### config.mk
export PLATFORM = sky130hd
export DESIGN_NAME = powerup_boot_sequencer
export DESIGN_NICKNAME = d
export VERILOG_FILES = /design/src/common/powerup_boot_pkg.sv /design/src/logic/powerup_boot_sequencer.sv
export VERILOG_INCLUDE_DIRS = /design/src /design/src/common
export SDC_FILE = /design/constraint.sdc
export NUM_CORES = 1
export LEC_CHECK = 0
export ABC_AREA = 1
export BUFFER_PORTS_ARGS = -buffer_cell sky130_fd_sc_hd__buf_4
export CAP_MARGIN = 15
export CORE_ASPECT_RATIO = 0.9
export CORE_MARGIN = 10
export CORE_UTILIZATION = 40
export DETAILED_ROUTE_END_ITERATION = 12
export PLACE_DENSITY = 0.73
export SYNTH_ARGS = -nofsm -noshare
export SYNTH_HDL_FRONTEND = slang
export SYNTH_SLANG_ARGS = --single-unit
### constraint.sdc
create_clock -name clock_in -period 2.05 [get_ports clock_in]
set_input_delay 0.1025 -clock clock_in [delete_from_list [all_inputs] [get_ports clock_in]]
set_output_delay 0.1025 -clock clock_in [all_outputs]
set_load 0.005 [all_outputs]
### src/common/powerup_boot_params.svh
// Constants for the power-up and boot sequencer: map bases, sizes, timing.
// Assumes inclusion by bare name from the design file and the testbench.
`ifndef POWERUP_BOOT_PARAMS_SVH
`define POWERUP_BOOT_PARAMS_SVH
// Address map, fixed for ever
`define BOOT_VECTOR_ADDR 32'h0000_0000
`define FLASH_BASE 32'h0000_0000
`define FLASH_SIZE 32'h0004_0000
`define SRAM_BASE 32'h2000_0000
`define SRAM_SIZE 32'h0000_8000
`define CACHE_RAM_BASE 32'h2100_0000
`define CACHE_RAM_SIZE 32'h0000_1000
`define CRYPTO_BASE 32'h400B_0000
`define CRYPTO_SIZE 32'h0000_0100
// Start-up timing
`define CLK_PERIOD_NS 5
`define SETTLE_TIME_NS 1000
`define SETTLE_CYCLES ((`SETTLE_TIME_NS + `CLK_PERIOD_NS - 1) / `CLK_PERIOD_NS)
// Reset values of clocking controls
`define CLK_DIV_RESET 8'h01
`endif

### src/common/powerup_boot_pkg.sv
// Types shared by the power-up and boot sequencer.
// Assumes nothing beyond a SystemVerilog compiler.
`default_nettype none
package powerup_boot_pkg;
    // System clock source choices
    typedef enum logic [1:0] {clk_src_system_rc_osc, clk_src_fast_rc, clk_src_pll} clk_src_t;
    // Power scaling settings
    typedef enum logic {power_scale_low, power_scale_high} power_scale_t;
    // Regulator modes
    typedef enum logic [1:0] {reg_normal, reg_low_power, reg_ultra_low_power} reg_mode_t;
    // Power states
    typedef enum logic [2:0] {pstate_run, pstate_sleep, pstate_wait, pstate_retention, pstate_backup} pstate_t;
    // Address decode regions
    typedef enum logic [2:0] {region_flash, region_sram, region_cache_ram, region_crypto, region_none} region_t;
endpackage
`default_nettype wire

### src/logic/powerup_boot_sequencer.sv
// Power-up reset hold, strap capture, boot clocking and fixed address decode.
// Assumes a 200 MHz clock from the system RC oscillator domain and that the
// analog supply power-on reset and external reset pin arrive synchronous.
`include "powerup_boot_params.svh"
`default_nettype none

// Summary of operation
// - Hold chip in reset while power settles
// - Boot on system RC, low scaling
// - Loop and PLLs off at start-up
// - All dividers divide by one
// - First fetch from address zero
// - Address decode fixed, never remapped
// - Decode RAM, cache RAM, encryption window
// - Latch regulator strap at power-on release
// - Analog supply reset resets whole chip
// - Backup domain always powered; core off only backup
// - Regulator mode follows power state
// - LCD claims pad clusters by segment count
module powerup_boot_sequencer #(
    parameter int SETTLE_CYCLES = `SETTLE_CYCLES,
    parameter int SEG_W = 6
) (
    input wire logic clock_in,
    input wire logic resetn_in,
    input wire logic analog_supply_por_in, // High while supply is below threshold
    input wire logic ext_resetn_in, // Reset pin, low holds reset
    input wire logic regulator_type_strap_in, // High switching, low linear
    input wire powerup_boot_pkg::pstate_t pstate_in,
    input wire logic lcd_enable_in,
    input wire logic [SEG_W-1:0] lcd_segments_in,
    input wire logic [31:0] bus_addr_in,
    output logic sys_resetn_out,
    output logic regulator_switching_out,
    output powerup_boot_pkg::clk_src_t clk_src_out,
    output powerup_boot_pkg::power_scale_t power_scale_out,
    output logic freq_locked_loop_en_out,
    output logic pll_en_out,
    output logic [7:0] clk_div_out,
    output logic [31:0] fetch_addr_out,
    output logic fetch_valid_out,
    output powerup_boot_pkg::region_t region_out,
    output logic core_domain_on_out,
    output logic backup_domain_on_out,
    output powerup_boot_pkg::reg_mode_t reg_mode_out,
    output logic [2:0] lcd_cluster_out // Bit set: cluster in LCD mode, pads lost to I/O
);
    import powerup_boot_pkg::*;

    localparam int CNT_W = $clog2(SETTLE_CYCLES + 1);

    // ==========================================================
    // Reset sources
    // ==========================================================
    logic chip_reset; // Any source that must reset the whole chip
    logic [CNT_W-1:0] settle_q; // Cycles of clean supply seen so far
    logic settled;
    logic rel_q; // Release stage, registered so release meets the clock
    logic strap_taken_q; // Strap captured since last power-on release

    // Analog supply reset and the pin both force the chip back into reset
    assign chip_reset = analog_supply_por_in || !ext_resetn_in;
    assign settled = (settle_q == CNT_W'(SETTLE_CYCLES));

    // ==========================================================
    // Settling counter
    // ==========================================================
    // Counts up only while all reset sources are quiet; restarts on any dip
    always_ff @(posedge clock_in or negedge resetn_in)
    begin
        if (!resetn_in)
        begin
            settle_q <= '0;
        end
        else if (chip_reset)
        begin
            settle_q <= '0;
        end
        else if (!settled)
        begin
            settle_q <= settle_q + CNT_W'(1);
        end
    end

    // Release is a flop after the count, so it always leaves on an edge
    always_ff @(posedge clock_in or negedge resetn_in)
    begin
        if (!resetn_in)
        begin
            rel_q <= 1'b0;
        end
        else
        begin
            rel_q <= settled && !chip_reset;
        end
    end

    always_ff @(posedge clock_in or negedge resetn_in)
    begin
        if (!resetn_in)
        begin
            sys_resetn_out <= 1'b0;
        end
        else
        begin
            sys_resetn_out <= rel_q && !chip_reset;
        end
    end

    // ==========================================================
    // Regulator strap
    // ==========================================================
    // Taken once on the clock after the power-on reset lets go; later
    // pin activity is ignored, since the regulator cannot change type live
    always_ff @(posedge clock_in or negedge resetn_in)
    begin
        if (!resetn_in)
        begin
            strap_taken_q <= 1'b0;
            regulator_switching_out <= 1'b0;
        end
        else if (analog_supply_por_in)
        begin
            strap_taken_q <= 1'b0; // Rearm for the next power-up
        end
        else if (!strap_taken_q)
        begin
            strap_taken_q <= 1'b1;
            regulator_switching_out <= regulator_type_strap_in;
        end
    end

    // ==========================================================
    // Boot clocking
    // ==========================================================
    // Held at boot values while in reset; software reconfigures elsewhere,
    // and is trusted to raise scaling before speeding up
    always_ff @(posedge clock_in or negedge resetn_in)
    begin
        if (!resetn_in)
        begin
            clk_src_out <= clk_src_system_rc_osc;
            power_scale_out <= power_scale_low;
            freq_locked_loop_en_out <= 1'b0;
            pll_en_out <= 1'b0;
            clk_div_out <= `CLK_DIV_RESET;
        end
        else if (!sys_resetn_out)
        begin
            clk_src_out <= clk_src_system_rc_osc;
            power_scale_out <= power_scale_low;
            freq_locked_loop_en_out <= 1'b0;
            pll_en_out <= 1'b0;
            clk_div_out <= `CLK_DIV_RESET;
        end
    end

    // ==========================================================
    // Vector fetch
    // ==========================================================
    // One fetch request on the first cycle out of reset
    always_ff @(posedge clock_in or negedge resetn_in)
    begin
        if (!resetn_in)
        begin
            fetch_valid_out <= 1'b0;
            fetch_addr_out <= `BOOT_VECTOR_ADDR;
        end
        else
        begin
            fetch_valid_out <= rel_q && !chip_reset && !sys_resetn_out;
            fetch_addr_out <= `BOOT_VECTOR_ADDR;
        end
    end

    // ==========================================================
    // Address decode
    // ==========================================================
    // Pure function of the address: no state, so no remap is possible
    function automatic region_t decode(input logic [31:0] a);
        region_t r;
        r = region_none;
        if (a - `FLASH_BASE < `FLASH_SIZE)
        begin
            r = region_flash;
        end
        else if (a - `SRAM_BASE < `SRAM_SIZE)
        begin
            r = region_sram;
        end
        else if (a - `CACHE_RAM_BASE < `CACHE_RAM_SIZE)
        begin
            r = region_cache_ram;
        end
        else if (a - `CRYPTO_BASE < `CRYPTO_SIZE)
        begin
            r = region_crypto;
        end
        return r;
    endfunction

    always_ff @(posedge clock_in or negedge resetn_in)
    begin
        if (!resetn_in)
        begin
            region_out <= region_none;
        end
        else
        begin
            region_out <= decode(bus_addr_in);
        end
    end

    // ==========================================================
    // Power domains and regulator mode
    // ==========================================================
    always_ff @(posedge clock_in or negedge resetn_in)
    begin
        if (!resetn_in)
        begin
            core_domain_on_out <= 1'b1;
            backup_domain_on_out <= 1'b1;
            reg_mode_out <= reg_normal;
        end
        else
        begin
            backup_domain_on_out <= 1'b1;
            core_domain_on_out <= (pstate_in != pstate_backup);
            case (pstate_in)
                pstate_run, pstate_sleep: reg_mode_out <= reg_normal;
                pstate_wait: reg_mode_out <= reg_low_power;
                default: reg_mode_out <= reg_ultra_low_power;
            endcase
        end
    end

    // ==========================================================
    // LCD pad clusters
    // ==========================================================
    // Cluster thresholds follow the large package: A always (bit 0), B above 24 (bit 1),
    // C above 32 (bit 2); the pump sits in cluster A, so it is claimed first
    always_ff @(posedge clock_in or negedge resetn_in)
    begin
        if (!resetn_in)
        begin
            lcd_cluster_out <= 3'h0;
        end
        else if (!lcd_enable_in || lcd_segments_in == '0)
        begin
            lcd_cluster_out <= 3'h0;
        end
        else
        begin
            lcd_cluster_out[0] <= 1'b1;
            lcd_cluster_out[1] <= (lcd_segments_in > SEG_W'(24));
            lcd_cluster_out[2] <= (lcd_segments_in > SEG_W'(32));
        end
    end
endmodule
`default_nettype wire

[After elaboration in Yosys (flattened, before gate mapping)]
Index checks and enable logic that the tools add are counted.
Storage, ports and cells
  register bits after elaboration: 22
  latch bits: 0
  RAM bits: 0
  memory bits (read-only): 0
  input port bits: 47
  output and inout port bits: 58
  word-level logic and storage cells: 49
  memories: 0
Operators by class
  add/sub/neg operators: 4
  multipliers: 0
  divide/modulo/power cells: 0
  magnitude comparators: 6
  equal/unequal tests: 5
  shifts and indexed selects: 0
  muxes and demuxes: 9
  bitwise gates (word level): 2
  reduce and logical (&&, ||, !) cells: 13
Operator list (count)
  $sub A32 B30 Y32 const B: 2
  $lt A32 B13 Y1 const B: 1
  $lt A32 B16 Y1 const B: 1
  $lt A32 B19 Y1 const B: 1
  $lt A32 B9 Y1 const B: 1
  $sub A32 B31 Y32 const B: 1
  $mux W8: 2
  $mux W3: 5
  $add A8 B1 Y8 const B: 1
  $eq A8 B8 Y1 const B: 1
  $gt A6 B5 Y1 const B: 1
  $gt A6 B6 Y1 const B: 1
  $logic_not A6 Y1: 1
  $logic_not A1 Y1: 4
  $pmux W2 S2: 1
  $eq A3 B1 Y1 const B: 1
  $eq A3 B2 Y1 const B: 1
  $logic_and A1 B1 Y1: 3
  $logic_not A3 Y1: 1
  $ne A3 B3 Y1 const B: 1
  $logic_or A1 B1 Y1: 2
  $ne A2 B2 Y1 const B: 1
  $not A1 Y1: 2
  $reduce_and A2 Y1: 1
  2 further kinds: 2

[Depth between registers and ports, before layout]
  depth after elaboration: 6
  gate-level depth with buffers: 11
  depth with buffers taken out: 11

[Worst setup path before layout]
Ideal clock, no wire load.
  path type: reg-to-reg
  start: register settle_q[0]
  end: register settle_q[2]
  library setup time: 0.114 ns
  arrival: 1.102 ns
  data required time: 1.936 ns
  path slack: 0.834 ns
  stages on the path, launching flop included: 10
  cells stage by stage: dfrtp_1 inv_1 ha_1 nand3_1 nor2_1 inv_1 nand2_1 nand2_1 nand3_1 inv_1
On the way
  cells in the longest elaborated chain, start to end: 3
  elaborated cells on any way between the ends: 5
  those cells by class: add/sub: 1; eq/ne: 2; mux: 2
RTL lines
  start: declaration: line powerup_boot_sequencer.sv:56  | logic [CNT_W-1:0] settle_q;
  start signal: assignment: line powerup_boot_sequencer.sv:81  | settle_q <= settle_q + CNT_W'(1);
  $add A8 B1 Y8: line powerup_boot_sequencer.sv:81
  $mux W8: line powerup_boot_sequencer.sv:79  | else if (!settled)
  $mux W8: line powerup_boot_sequencer.sv:75  | else if (chip_reset)
Parallel ways exist; a longest one is shown, timed or not. The select of a mux whose other input is x is not followed.
A chain may end at the register's enable or synchronous reset.

[Worst setup path after layout]
Ends and elaborated chain as after synthesis.

==> results list <==
* Result of the run: complete, no violations
- Maximum fanout count along the critical path: 5
- Overall die area: 0.007977 mm2
- DR DRC count: 0
- The core region is 0.004547 mm2.
- The startpoint identified for the worst register-to-register timing path is settle_q[0].
- CP Buf/Inv Count: 3
- Global routing used around 11% of the available tracks.
- From bottom edge to top edge, the die measures 85.74 um.
- The top cell types in the final layout, fill and taps aside, are 50 x sky130_fd_sc_hd__nand2_1, 50 x sky130_fd_sc_hd__buf_4, 46 x sky130_fd_sc_hd__conb_1.
* Overflow after GRT: 0
- The clock period could shrink to 1353 ps.
* Startpoint of the most critical setup path: settle_q[0]
- Fraction of the yosys area taken by sequential cells: 28.79%
- TritonCTS built the clock tree.
- The count of final hold-check violations came to 0.
* Max rail drop VDD: between 0.15 and 0.2 mV
- The clock drives 22 sinks.
* Startpoint class of the critical path: flop
- The finished cells cover about 0.0023 mm2.
- Clock Tree Root: sky130_fd_sc_hd__clkbuf_8
* Sequence of cells on the critical path: inv_1 -> ha_1 -> nand3_1 -> nor2_1 -> inv_1 -> nand2_1 -> nand2_1 -> nand3_1 -> inv_1
- Counting flops and latches in the post-synthesis netlist gives 22.
* Routed length per instance: around 12 um
- The analysis attributes to cell leakage a power of roughly 0.0012 uW.
- The cell family contributing the most delay on the critical path is simple AND/OR/NAND/NOR gates.
- The congestion estimate from routability-driven global placement came to 0.9583.
- Worst R2R Setup Slack: ~700 ps
- The number of gates resized after CTS was 0.
- Between clock sinks in the finished design, the worst skew comes to 1.276 ps.
- Number of synthesis warnings: 0
* Post-Route Setup TNS: 0 ps
- The clock passes through at most 2 buffers.
- First-pass GRT wire length: 7445 um
- Synth cell types: 26
- Antenna viol nets, final: 0
- The mapped netlist covers 0.001921 mm2.
* Share of final-layout standard cells stronger than drive strength 1: 23.78%
- Synthesis handed over a netlist of between 200 and 300 instances.
- After clock tree synthesis, the clock-pin slew on the worst setup and hold paths is about 70 ps.
* TritonCTS Buffers: 3
- Maximum number of pins on one net before global-route repair: 23
- Number of antenna cells inserted: 0
- CP Capture Type: flop
- The tightest min-delay check is of the primary input to flop type.
* Placement-stage cell area: between 0.002 and 0.0025 mm2
- The later pin in the worst-skew pair is clocked with a latency of 250 ps.
- Count of routing violations after the opening detailed-route iteration: 81
* RSZ-0062 raised after global routing: no
- From synthesis to final layout, the design area changed by 18.63%.
- Routed via count divided by cell count: between 4 and 5
- Hold Path Depth: 2
- Maximum clock rate: 0.7391 GHz
- For this block, the routed nets add up to between 4000 and 5000 um of wire.
- Once detailed placement completed, the half-perimeter wirelength came to 4072 um.
- WP data arrival: 1510 ps
* Count of pins on the block boundary: 105
- CTS built an H-tree with a depth of 1.
- Detailed Routing Iterations Pass 1: 4
* Critical Setup Path Class: flop to flop
- For the worst setup path, the data required time is 2200 ps.
- A synthesized cell averages ~7.0 um2.
- In this run the critical register-to-register path is captured at settle_q[2].
- On the critical path, the stage with the largest delay is an instance of sky130_fd_sc_hd__dfrtp_1.
- The design draws 977.9 uW.
- For hold timing, the worst endpoint is reg_mode_out[0].
* Via count of the first global-routing pass: around 1700
- Final setup viols: 0
- Ratio of total power to cell area: 429.2 mW/mm2
* Number of antenna violations at the first check in global routing: 0
- Cell type with the highest occurrence count on the critical path: sky130_fd_sc_hd__inv_1
- The floorplan has 23 rows.
- For the worst flop-to-flop path, the logic depth is 9.
- For this configuration, the core starts out at a cell density of 42.24%.
- The final route contains 1702 vias.
* Final clock period utilization by the worst path: about two thirds
* Delay contributed by the slowest stage of the critical path: 400 ps
- Final slew viol count: 0
- Die extent in x: between 90 and 100 um
* Number of maximum-capacitance constraint violations: 0
- Net count reported at finish: approximately 380
- During placement, the flow inserted port buffers numbering 50.
- Hold_sp: pstate_in[0]
==> cell type report <==
class                   instances  area, um2
clock buffers                   4      55.05
fillers                       467       2268
inverters                      35      131.4
multi-input cells             214       1056
flip-flops and latches         22      553.0
well taps                      62      77.57
repair buffers                 53      405.4
==> worst reg2reg max path, stage by stage, from the launching register on <==
cell	delay [ps]
sky130_fd_sc_hd__dfrtp_1	400
sky130_fd_sc_hd__inv_1	90
sky130_fd_sc_hd__ha_1	140
sky130_fd_sc_hd__nand3_1	70
sky130_fd_sc_hd__nor2_1	260
sky130_fd_sc_hd__inv_1	90
sky130_fd_sc_hd__nand2_1	70
sky130_fd_sc_hd__nand2_1	40
sky130_fd_sc_hd__nand3_1	50
sky130_fd_sc_hd__inv_1	40
==> kinds of logic (layout without fill, tap and decap cells) <==
family / count (synthesis) / in the layout / share of synthesized area (%)
DFF: 22 / 22 / 28.79
xor gates and xnor gates: 1 / 1 / 0.4561
buffers and inverters: 81 / 92 / 24.82
and+or+nand+nor: 142 / 142 / 36.35
other: 2 / 46 / 0.3910
AOI/OAI and AO/OA: 18 / 18 / 4.691
adders and majority gates: 6 / 6 / 3.909
muxes: 1 / 1 / 0.5863
==> worst max-delay path by stage <==
stage,to,depth (start not counted)
5_1_grt,settle_q[2],9
2_1_floorplan,settle_q[2],9
3_5_place_dp,region_out[0],11
4_1_cts,settle_q[2],9
3_3_place_gp,region_out[2],11
6_report,settle_q[2],9
==> layer usage <==
| metal | vias up | global-route usage (%) | wire length (um) |
|---|---|---|---|
| li1 | 888 | - | - |
| met1 | 737 | 12.68 | 1870 |
| met2 | 74 | 18.65 | 2261 |
| met3 | 3 | 3.920 | 423 |
| met4 | 0 | 2.381 | 29 |
| met5 | - | 0 | 0 |
==> registers in the layout, indices dropped and copies added, names as in the netlist <==
register and flops:
core_domain_on_out 1, fetch_valid_out 1, lcd_cluster_out 3, reg_mode_out 2
region_out 3, regulator_switching_out 1, rel_q 1, settle_q 8
strap_taken_q 1, sys_resetn_out 1
==> cells in the mapped netlist (all sizes together) <==
cell / number / area, um2
o21ai: 10 / 50.05
nand2: 55 / 219.0
nor3: 11 / 60.06
dfstp: 2 / 52.55
nand3: 20 / 105.1
or2: 1 / 6.260
ha: 6 / 75.07
a21oi: 8 / 40.04
nand3b: 2 / 15.01
buf: 46 / 345.3
nor2: 39 / 201.4
nor3b: 3 / 22.52
nor4: 4 / 25.02
inv: 35 / 131.4
dfrtp: 20 / 500.5
xnor2: 1 / 8.760
nand4: 7 / 43.79
conb: 2 / 7.510
mux2: 1 / 11.26
==> metrics by stage <==
stage | hold slack [ps] | util (%) | setup WS [ps] | std cells
finish | 24.71 | 50.11 | 697.0 | 390
global route | 33.19 | 50.11 | 541.1 | 390
CTS | 0.01825 | 49.89 | 680.0 | 389
detailed placement | 2.366 | 48.24 | 621.4 | 383
global placement | -0.4081 | 48.24 | 663.9 | 383
floorplan | -193.1 | - | 833.9 | 317
==> repair_timing <==
action                                  4_1_cts  5_1_grt
hold buffers                                  2        1
endpoints found under the setup margin        0        0
buffers inserted                              0        0
hold endpoints to repair                     23        1
==> where the power goes <==
part	leakage [uW]	total (uW)	internal, uW	switching (uW)
combinational	0.000883	233	98.8	134
clock	0.0000288	293	171	122
sequential	0.000287	452	447	5.18
total	0.00120	978	716	262
Power figures use the tool's default switching activity.
